`config.mk`:
```
export PLATFORM = sky130hd
export DESIGN_NAME = upfh_port
export DESIGN_NICKNAME = d
export VERILOG_FILES = /design/src/rtl/upfh_pkg.sv /design/src/rtl/upfh_port.sv /design/src/rtl/upfh_fifo.sv /design/src/rtl/upfh_sync.sv
export SDC_FILE = /design/constraint.sdc
export NUM_CORES = 1
export LEC_CHECK = 0
export BUFFER_PORTS_ARGS = -buffer_cell sky130_fd_sc_hd__buf_4
export CAP_MARGIN = 20
export CORE_ASPECT_RATIO = 1.75
export CORE_MARGIN = 4
export CORE_UTILIZATION = 34
export DETAILED_ROUTE_END_ITERATION = 16
export PLACE_DENSITY = 0.59
export SETUP_SLACK_MARGIN = 0.3
export SLEW_MARGIN = 20
export SYNTH_ARGS = -nofsm -noshare
export SYNTH_HDL_FRONTEND = slang
export SYNTH_SLANG_ARGS = --single-unit
export TNS_END_PERCENT = 5
```
`constraint.sdc`:
```
create_clock -name i_clk_sys -period 7.65 [get_ports i_clk_sys]
set_input_delay 0.3825 -clock i_clk_sys [delete_from_list [all_inputs] [get_ports i_clk_sys]]
set_output_delay 0.3825 -clock i_clk_sys [all_outputs]
set_load 0.03 [all_outputs]
```
`src/rtl/upfh_pkg.sv`:
```
// upfh_pkg: shared constants for the parallel byte fifo port
// assumes a single 25 MHz system clock domain
package upfh_pkg;
   localparam int UPFH_DATA_W = 8;
   localparam int UPFH_FIFO_DEPTH = 8;
   localparam int UPFH_CLK_MHZ = 25;
   localparam int UPFH_OSC_MHZ = 12;
   // resume request pulse length, in microseconds and in cycles
   localparam int UPFH_RESUME_US = 1;
   localparam int UPFH_RESUME_CYC = UPFH_RESUME_US * UPFH_CLK_MHZ;
   // wake strobe must stay low one cycle fewer than this to count
   localparam int UPFH_WAKE_FILT_CYC = 3;
   // flag and data values seen after reset
   localparam logic UPFH_FLAG_RST = 1'b1;
   localparam logic UPFH_POWER_ENABLE_N_RST = 1'b1;
   localparam logic [7:0] UPFH_DATA_RST = 8'h00;
   // synchroniser reset level for strobes idle high
   localparam logic UPFH_STROBE_IDLE = 1'b1;
endpackage : upfh_pkg

```
`src/rtl/upfh_port.sv`:
```
// upfh_port: device side of the byte-wide parallel fifo port
// assumes strobes and data pins are asynchronous to i_clk_sys;
// the usb engine sits on the stream ports and runs on i_clk_sys.
module upfh_port
   import upfh_pkg::*;
#(
   parameter int DEPTH = UPFH_FIFO_DEPTH,
   parameter int RESUME_CYC = UPFH_RESUME_CYC
) (
   // clock and reset
   input wire logic i_clk_sys,
   input wire logic i_rst,
   // data bus pins
   input wire logic [UPFH_DATA_W-1:0] i_fifo_data,
   output logic [UPFH_DATA_W-1:0] o_fifo_data,
   output logic o_fifo_data_oe,
   // strobes
   input wire logic i_rd_strobe_n,
   input wire logic i_wr_strobe,
   // flags
   output logic o_tx_space_flag_n,
   output logic o_tx_space_flag_n_oe,
   input wire logic i_rx_data_flag_n,
   output logic o_rx_data_flag_n,
   output logic o_rx_data_flag_n_oe,
   // power and suspend
   output logic o_power_enable_n,
   output logic o_pull_down_en,
   // oscillator cell
   input wire logic i_osc_in,
   output logic o_osc_out,
   // options and usb state
   input wire logic i_remote_wake_en,
   input wire logic i_suspend_pull_en,
   input wire logic i_usb_configured,
   input wire logic i_usb_suspended,
   output logic o_resume_req,
   // receive stream from usb engine
   input wire logic i_rx_valid,
   input wire logic [UPFH_DATA_W-1:0] i_rx_data,
   output logic o_rx_ready,
   // transmit stream to usb engine
   output logic o_tx_valid,
   output logic [UPFH_DATA_W-1:0] o_tx_data,
   input wire logic i_tx_ready
);
   localparam int RW = $clog2(RESUME_CYC + 1);
   localparam int FW = $clog2(UPFH_WAKE_FILT_CYC + 1);
   localparam int LW = $clog2(DEPTH + 1);

   logic [2:0] strb_sync;
   logic rd_n_s;
   logic wr_s;
   logic wake_n_s;
   logic [UPFH_DATA_W-1:0] data_s;
   logic rd_n_d_reg;
   logic wr_d_reg;
   logic rd_fall;
   logic wr_fall;
   logic rx_out_valid;
   logic [UPFH_DATA_W-1:0] rx_out_data;
   logic tx_in_ready;
   logic [UPFH_DATA_W-1:0] rd_byte_reg;
   logic byte_held_reg;
   logic rd_pop;
   logic [UPFH_DATA_W-1:0] wr_byte;
   logic in_reset_reg;
   logic suspend_reg;
   logic wake_mode;
   logic [FW-1:0] wake_cnt_reg;
   logic wake_armed_reg;
   logic [RW-1:0] resume_cnt_reg;
   logic data_oe_reg;
   logic [UPFH_DATA_W-1:0] data_out_reg;
   logic txf_reg;
   logic rxf_reg;
   logic rxf_oe_reg;
   logic txf_oe_reg;
   logic power_enable_n_reg;
   logic pull_dn_reg;
   logic resume_reg;
   logic osc_reg;
   logic osc_s;
   logic [LW-1:0] rx_level_reg;
   logic [LW-1:0] rx_level_next;
   logic rx_ready_reg;
   logic rx_push;
   logic [LW-1:0] tx_level_reg;
   logic [LW-1:0] tx_level_next;
   logic tx_valid_reg;
   logic tx_pop;

   typedef enum logic [1:0] {
      UPFH_RD_IDLE,
      UPFH_RD_LOW
   } upfh_rd_state_type;
   upfh_rd_state_type rd_state_reg;

   // strobes and wake pin, idle high except write strobe
   upfh_sync #(
      .WIDTH(3),
      .RST_VAL({UPFH_STROBE_IDLE, 1'b0, UPFH_STROBE_IDLE})
   ) u_strb_sync (
      .i_clk_sys(i_clk_sys),
      .i_rst(i_rst),
      .i_async({i_rd_strobe_n, i_wr_strobe, i_rx_data_flag_n}),
      .o_sync(strb_sync)
   );
   assign rd_n_s = strb_sync[2];
   assign wr_s = strb_sync[1];
   assign wake_n_s = strb_sync[0];

   // data bus, synchronised so it is settled at the write edge
   upfh_sync #(
      .WIDTH(UPFH_DATA_W),
      .RST_VAL(UPFH_DATA_RST)
   ) u_data_sync (
      .i_clk_sys(i_clk_sys),
      .i_rst(i_rst),
      .i_async(i_fifo_data),
      .o_sync(data_s)
   );

   // oscillator pin, synchronised like every other pin
   upfh_sync #(
      .WIDTH(1),
      .RST_VAL(1'b0)
   ) u_osc_sync (
      .i_clk_sys(i_clk_sys),
      .i_rst(i_rst),
      .i_async(i_osc_in),
      .o_sync(osc_s)
   );

   // receive fifo: usb engine fills, host drains
   upfh_fifo #(
      .WIDTH(UPFH_DATA_W),
      .DEPTH(DEPTH)
   ) u_rx_fifo (
      .i_clk_sys(i_clk_sys),
      .i_rst(i_rst),
      .i_in_valid(rx_push),
      .i_in_data(i_rx_data),
      .o_in_ready(),
      .o_out_valid(rx_out_valid),
      .o_out_data(rx_out_data),
      .i_out_ready(rd_pop)
   );

   // transmit fifo: host fills, usb engine drains and may stall
   upfh_fifo #(
      .WIDTH(UPFH_DATA_W),
      .DEPTH(DEPTH)
   ) u_tx_fifo (
      .i_clk_sys(i_clk_sys),
      .i_rst(i_rst),
      .i_in_valid(wr_fall),
      .i_in_data(wr_byte),
      .o_in_ready(tx_in_ready),
      .o_out_valid(),
      .o_out_data(o_tx_data),
      .i_out_ready(tx_pop)
   );

   // edge detection on synchronised strobes
   always_ff @(posedge i_clk_sys) begin
      if (i_rst) begin
         rd_n_d_reg <= UPFH_STROBE_IDLE;
         wr_d_reg <= 1'b0;
      end else begin
         rd_n_d_reg <= rd_n_s;
         wr_d_reg <= wr_s;
      end
   end
   assign rd_fall = rd_n_d_reg && !rd_n_s;
   assign wr_fall = wr_d_reg && !wr_s;
   assign wr_byte = data_s;
   // pop only when a byte is there
   assign rd_pop = rd_fall && rx_out_valid && !suspend_reg;

   // fill level after one push and one pop
   function automatic logic [LW-1:0] upfh_level_step(input logic [LW-1:0] lvl,
      input logic inc, input logic dec);
      return lvl + LW'(inc) - LW'(dec);
   endfunction : upfh_level_step

   // fill levels mirrored so stream handshakes leave from flops
   assign rx_push = i_rx_valid && rx_ready_reg;
   assign tx_pop = tx_valid_reg && i_tx_ready;
   assign rx_level_next = upfh_level_step(rx_level_reg, rx_push, rd_pop);
   assign tx_level_next = upfh_level_step(tx_level_reg, wr_fall && tx_in_ready, tx_pop);
   always_ff @(posedge i_clk_sys) begin
      if (i_rst) begin
         rx_level_reg <= '0;
         tx_level_reg <= '0;
         rx_ready_reg <= 1'b1;
         tx_valid_reg <= 1'b0;
      end else begin
         rx_level_reg <= rx_level_next;
         tx_level_reg <= tx_level_next;
         rx_ready_reg <= (rx_level_next != LW'(DEPTH));
         tx_valid_reg <= (tx_level_next != '0);
      end
   end

   // read sequence: latch byte at fall, hold it while low
   always_ff @(posedge i_clk_sys) begin
      if (i_rst) begin
         rd_state_reg <= UPFH_RD_IDLE;
         rd_byte_reg <= UPFH_DATA_RST;
         byte_held_reg <= 1'b0;
      end else begin
         case (rd_state_reg)
            UPFH_RD_IDLE: begin
               if (rd_fall) begin
                  rd_state_reg <= UPFH_RD_LOW;
                  byte_held_reg <= rd_pop;
                  if (rd_pop) begin
                     rd_byte_reg <= rx_out_data;
                  end
               end
            end
            UPFH_RD_LOW: begin
               if (rd_n_s) begin
                  rd_state_reg <= UPFH_RD_IDLE;
               end
            end
            default: begin
               rd_state_reg <= UPFH_RD_IDLE;
            end
         endcase
      end
   end

   // bus drive while read strobe low outside suspend, released otherwise
   always_ff @(posedge i_clk_sys) begin
      if (i_rst) begin
         data_oe_reg <= 1'b0;
         data_out_reg <= UPFH_DATA_RST;
      end else begin
         data_oe_reg <= !rd_n_s && !suspend_reg;
         data_out_reg <= rd_fall && rd_pop ? rx_out_data : rd_byte_reg;
      end
   end

   // reset tracking for flag tri-state
   always_ff @(posedge i_clk_sys) begin
      if (i_rst) begin
         in_reset_reg <= 1'b1;
      end else begin
         in_reset_reg <= 1'b0;
      end
   end

   // flags: drop rx flag during a read so host sees next state fresh
   always_ff @(posedge i_clk_sys) begin
      if (i_rst) begin
         txf_reg <= UPFH_FLAG_RST;
         rxf_reg <= UPFH_FLAG_RST;
         txf_oe_reg <= 1'b0;
         rxf_oe_reg <= 1'b0;
      end else begin
         txf_reg <= !tx_in_ready || wr_s;
         rxf_reg <= !rx_out_valid || !rd_n_s || suspend_reg;
         txf_oe_reg <= !in_reset_reg;
         rxf_oe_reg <= !in_reset_reg && !wake_mode;
      end
   end

   // power enable and suspend pull-down
   always_ff @(posedge i_clk_sys) begin
      if (i_rst) begin
         power_enable_n_reg <= UPFH_POWER_ENABLE_N_RST;
         suspend_reg <= 1'b0;
         pull_dn_reg <= 1'b0;
      end else begin
         power_enable_n_reg <= !(i_usb_configured && !i_usb_suspended);
         suspend_reg <= i_usb_suspended;
         pull_dn_reg <= i_suspend_pull_en && i_usb_suspended;
      end
   end
   assign wake_mode = i_remote_wake_en && power_enable_n_reg && suspend_reg;

   // remote wakeup: filtered low pulse on rx flag pin
   always_ff @(posedge i_clk_sys) begin
      if (i_rst) begin
         wake_cnt_reg <= '0;
         wake_armed_reg <= 1'b0;
         resume_cnt_reg <= '0;
         resume_reg <= 1'b0;
      end else begin
         if (!wake_mode || wake_n_s) begin
            wake_cnt_reg <= '0;
            wake_armed_reg <= wake_mode;
         end else if (wake_cnt_reg != FW'(UPFH_WAKE_FILT_CYC)) begin
            wake_cnt_reg <= wake_cnt_reg + FW'(1);
         end
         if (wake_armed_reg && wake_cnt_reg == FW'(UPFH_WAKE_FILT_CYC - 1)) begin
            resume_cnt_reg <= RW'(RESUME_CYC);
            wake_armed_reg <= 1'b0;
         end else if (resume_cnt_reg != '0) begin
            resume_cnt_reg <= resume_cnt_reg - RW'(1);
         end
         resume_reg <= (resume_cnt_reg != '0);
      end
   end

   // oscillator cell feedback, internal clock in use
   always_ff @(posedge i_clk_sys) begin
      if (i_rst) begin
         osc_reg <= 1'b0;
      end else begin
         osc_reg <= !osc_s;
      end
   end

   assign o_fifo_data = data_out_reg;
   assign o_fifo_data_oe = data_oe_reg;
   assign o_tx_space_flag_n = txf_reg;
   assign o_tx_space_flag_n_oe = txf_oe_reg;
   assign o_rx_data_flag_n = rxf_reg;
   assign o_rx_data_flag_n_oe = rxf_oe_reg;
   assign o_power_enable_n = power_enable_n_reg;
   assign o_pull_down_en = pull_dn_reg;
   assign o_resume_req = resume_reg;
   assign o_osc_out = osc_reg;
   assign o_rx_ready = rx_ready_reg;
   assign o_tx_valid = tx_valid_reg;
endmodule : upfh_port

```
`src/rtl/upfh_fifo.sv`:
```
// upfh_fifo: flip-flop fifo with valid/ready on both sides
// assumes one clock, synchronous active-high reset
module upfh_fifo
   import upfh_pkg::*;
#(
   parameter int WIDTH = UPFH_DATA_W,
   parameter int DEPTH = UPFH_FIFO_DEPTH
) (
   // clock and reset
   input wire logic i_clk_sys,
   input wire logic i_rst,
   // fill side
   input wire logic i_in_valid,
   input wire logic [WIDTH-1:0] i_in_data,
   output logic o_in_ready,
   // drain side
   output logic o_out_valid,
   output logic [WIDTH-1:0] o_out_data,
   input wire logic i_out_ready
);
   localparam int AW = $clog2(DEPTH);
   logic [WIDTH-1:0] mem_reg [DEPTH];
   logic [AW-1:0] wr_ptr_reg;
   logic [AW-1:0] rd_ptr_reg;
   logic [AW:0] count_reg;
   logic do_wr;
   logic do_rd;

   function automatic logic [AW-1:0] upfh_inc(input logic [AW-1:0] p);
      if (p == AW'(DEPTH - 1)) begin
         return '0;
      end
      return p + AW'(1);
   endfunction : upfh_inc

   assign o_in_ready = (count_reg != (AW+1)'(DEPTH));
   assign o_out_valid = (count_reg != '0);
   assign o_out_data = mem_reg[rd_ptr_reg];
   assign do_wr = i_in_valid && o_in_ready;
   assign do_rd = o_out_valid && i_out_ready;

   always_ff @(posedge i_clk_sys) begin
      if (do_wr) begin
         mem_reg[wr_ptr_reg] <= i_in_data;
      end
   end

   always_ff @(posedge i_clk_sys) begin
      if (i_rst) begin
         wr_ptr_reg <= '0;
         rd_ptr_reg <= '0;
         count_reg <= '0;
      end else begin
         if (do_wr) begin
            wr_ptr_reg <= upfh_inc(wr_ptr_reg);
         end
         if (do_rd) begin
            rd_ptr_reg <= upfh_inc(rd_ptr_reg);
         end
         if (do_wr && !do_rd) begin
            count_reg <= count_reg + (AW+1)'(1);
         end else if (do_rd && !do_wr) begin
            count_reg <= count_reg - (AW+1)'(1);
         end
      end
   end
endmodule : upfh_fifo

```
`src/rtl/upfh_sync.sv`:
```
// upfh_sync: two flip-flop synchroniser for a vector of pins
// assumes reset value is given per instance
module upfh_sync
   import upfh_pkg::*;
#(
   parameter int WIDTH = 1,
   parameter logic [WIDTH-1:0] RST_VAL = '0
) (
   // clock and reset
   input wire logic i_clk_sys,
   input wire logic i_rst,
   // pins in, synchronised out
   input wire logic [WIDTH-1:0] i_async,
   output logic [WIDTH-1:0] o_sync
);
   logic [WIDTH-1:0] meta_reg;
   logic [WIDTH-1:0] sync_reg;

   always_ff @(posedge i_clk_sys) begin
      if (i_rst) begin
         meta_reg <= RST_VAL;
         sync_reg <= RST_VAL;
      end else begin
         meta_reg <= i_async;
         sync_reg <= meta_reg;
      end
   end

   assign o_sync = sync_reg;
endmodule : upfh_sync

```
==> results.sh <==
export IMPL_clkTransAtPathRegs_ns=0.06
export IMPL_yosysSeqAreaShare=0.672
export IMPL_synthesis_area_um2=8640
export IMPL_place_congestion=0.781
export IMPL_drive_gt1_frac=0.261
export IMPL_hold_depth=2
export IMPL_clk_latency_ns=0.51
export IMPL_synth_nets=638
export IMPL_hold_violations=0
export IMPL_port_buffers=54
export IMPL_critPathLaunch="u_rx_fifo.count_reg[0]"
export IMPL_slew_headroom=0.331
export IMPL_drt_pass1_iterations=5
export IMPL_start_util=0.348
export IMPL_critPathSlowestCell="or3_1"
export IMPL_cp_slowest_stage_delay_ns=0.75
export IMPL_clock_sinks=226
export IMPL_die_x_um=129
export IMPL_critPathArrivalTime_ns=3.91
export IMPL_antenna_found_initial=0
export IMPL_post_route_period_util=0.461
export IMPL_area_delta_synth_final_pct=17.2
export IMPL_cts_buffers=22
export IMPL_cts_tree="built"
export IMPL_rsz0062_at_grt="no"
export IMPL_async_reset_ff_frac=0
export IMPL_grt_pass1_wl_mm=26.8
export IMPL_row_count=76
export IMPL_synth_area_leaders="edfxtp_1 (44%), dfxtp_1 (23%), mux4_2 (8.3%)"
export IMPL_min_from="i_rx_data_flag_n"
export IMPL_required_ns=8.03
export IMPL_ir_drop_mv=0.202
export IMPL_ant_nets=0
export IMPL_synth_top_area_share=0.445
export IMPL_die_area_um2=28100
export IMPL_root_buffer="clkbuf_16"
export IMPL_vias_per_cell=4.77
export IMPL_drt_total_wl_mm=16.5
export IMPL_netlist_instances=581
export IMPL_status="finished, final reports clean"
export IMPL_critical_path_class="reg2reg"
export IMPL_worst_setup_path_start_kind="flip-flop"
export IMPL_pwr_density_cell_nw_per_um2=308
export IMPL_synth_main_ff_cell="edfxtp_1"
export IMPL_slew_viol_final=0
export IMPL_yosysMostFrequentCell="edfxtp_1"
export IMPL_dpl_cell_area_um2=9400
export IMPL_yosysWarnings=0
export IMPL_p_total_w=0.00312
export IMPL_num_nets_final=699
export IMPL_drc_errors=0
export IMPL_setup_violations=0
export IMPL_path_max_fanout=22
export IMPL_end_kind="flip-flop"
export IMPL_tightestPinTransition_ns=0.999
export IMPL_finalCriticalPeriod_ns=3.53
export IMPL_htreeDepth=1
export IMPL_grtUsageTotal=0.121
export IMPL_synth_edff_count=128
export IMPL_setup_tns_ns=0
export IMPL_ios=55
export IMPL_vias=4624
export IMPL_grt_pass1_vias=5084
export IMPL_fp_dieH_um=219
export IMPL_wl_per_cell_um=17.0
export IMPL_synth_distinct_cells=38
export IMPL_yosysTopAreaCell="edfxtp_1"
export IMPL_drtIter0Drc=210
export IMPL_p_leak_nw=3.60
export IMPL_syn_area_per_cell_um2=14.9
export IMPL_max_freq_mhz=283
export IMPL_post_cts_setup_buffer_count=0
export IMPL_place_hpwl_mm=11.4
export IMPL_min_path_type="in2reg"
export IMPL_synth_common_cells="edfxtp_1 (128), dfxtp_1 (98), nor2_1 (70)"
export IMPL_path_cells="nor4_2 > or3_1 > inv_2 > ha_1 > inv_1 > ha_1 > fa_1 > xnor2_1 > nand2_1 > or3_1"
export IMPL_yosys_register_bits=226
export IMPL_grt_max_degree=89
export IMPL_fin_skew_ns=0.0252
export IMPL_n_antenna_cell=0
export IMPL_fin_area_um2=10100
export IMPL_ff2ff_path_depth=10
export IMPL_maxCapViolations=0
export IMPL_worst_r2r_startpoint="u_rx_fifo.count_reg[0]"
export IMPL_coreArea_um2=24800
export IMPL_reg2reg_slack_ns=4.12
export IMPL_cts_buffer_depth=3
export IMPL_grt_overflow_total=0
==> kinds of logic (layout without fill, tap and decap cells) <==
family / Yosys count / in the layout / share of synthesized area
XOR/XNOR: 13 / 13 / 0.0132
flip-flops: 226 / 226 / 0.672
AND/OR/NAND/NOR: 180 / 180 / 0.108
buffers and inverters: 46 / 123 / 0.0227
AO/OA/AOI/OAI: 27 / 27 / 0.0198
multiplexers: 60 / 60 / 0.118
adder cells (fa/ha/maj): 29 / 29 / 0.0455
==> stage by stage <==
step                      instances  setup WS (ns)  utilization  hold WS, ns
after floorplan                 581           5.04            -        0.368
after global placement          929           4.28        0.379        0.377
after detailed placement        929           4.19        0.379        0.383
after CTS                       970           4.12        0.408       0.0276
after global routing            970           3.87        0.408       0.0348
final                           970           4.12        0.408       0.0566
==> cell usage in the layout (no fill, tap or decap), drive strengths merged, types with 21 or more instances in the layout <==
cell type and n:
buf 61, clkbuf 29, dfxtp 98, edfxtp 128
ha 25, inv 21, mux4 32, nor2 70
nor2b 26, nor3 35
==> cell type report <==
| class | count | area [µm²] |
|---|---|---|
| fillers | 2232 | 14700 |
| inverters | 21 | 78.8 |
| repair buffers | 62 | 468 |
| clock inverters | 11 | 118 |
| well taps | 312 | 390 |
| flip-flops and latches | 226 | 5810 |
| clock buffers | 29 | 597 |
| multi-input cells | 309 | 2660 |
==> repair_timing <==
item	in CTS	in global routing
gates resized for setup	0	0
endpoints found under the setup margin	0	0
hold buffers	1	0
endpoints found under the hold margin	1	0
==> metal layers <==
metal | share of wire | routed length, µm | GRT usage
met1 | 0.40 | 6530 | 0.134
met4 | 0.026 | 434 | 0.0413
met5 | 0 | 0 | 0
met2 | 0.54 | 8930 | 0.229
met3 | 0.036 | 589 | 0.0200
==> power breakdown <==
part	leakage (nW)	internal, W	switching [W]
Combinational	1.28	0.000271	0.000314
Clock	0.352	0.000620	0.000442
Sequential	1.97	0.00139	0.0000833
Total	3.60	0.00228	0.000839
==> critical path: cells and delay by family (launching register included) <==
family | cells | cell delay [ns]
adders and majority gates | 3 | 0.96
and+or+nand+nor | 4 | 1.51
buffers and inverters | 2 | 0.32
xor gates and xnor gates | 1 | 0.20
DFF | 1 | 0.38
==> worst paths after layout <==
kind | end
setup reg to reg | o_rx_ready
hold / removal | u_strb_sync.meta_reg[0]
setup / recovery | o_rx_ready
hold reg to reg | o_tx_space_flag_n_oe
Note: power is estimated with default switching activity, not from simulation.
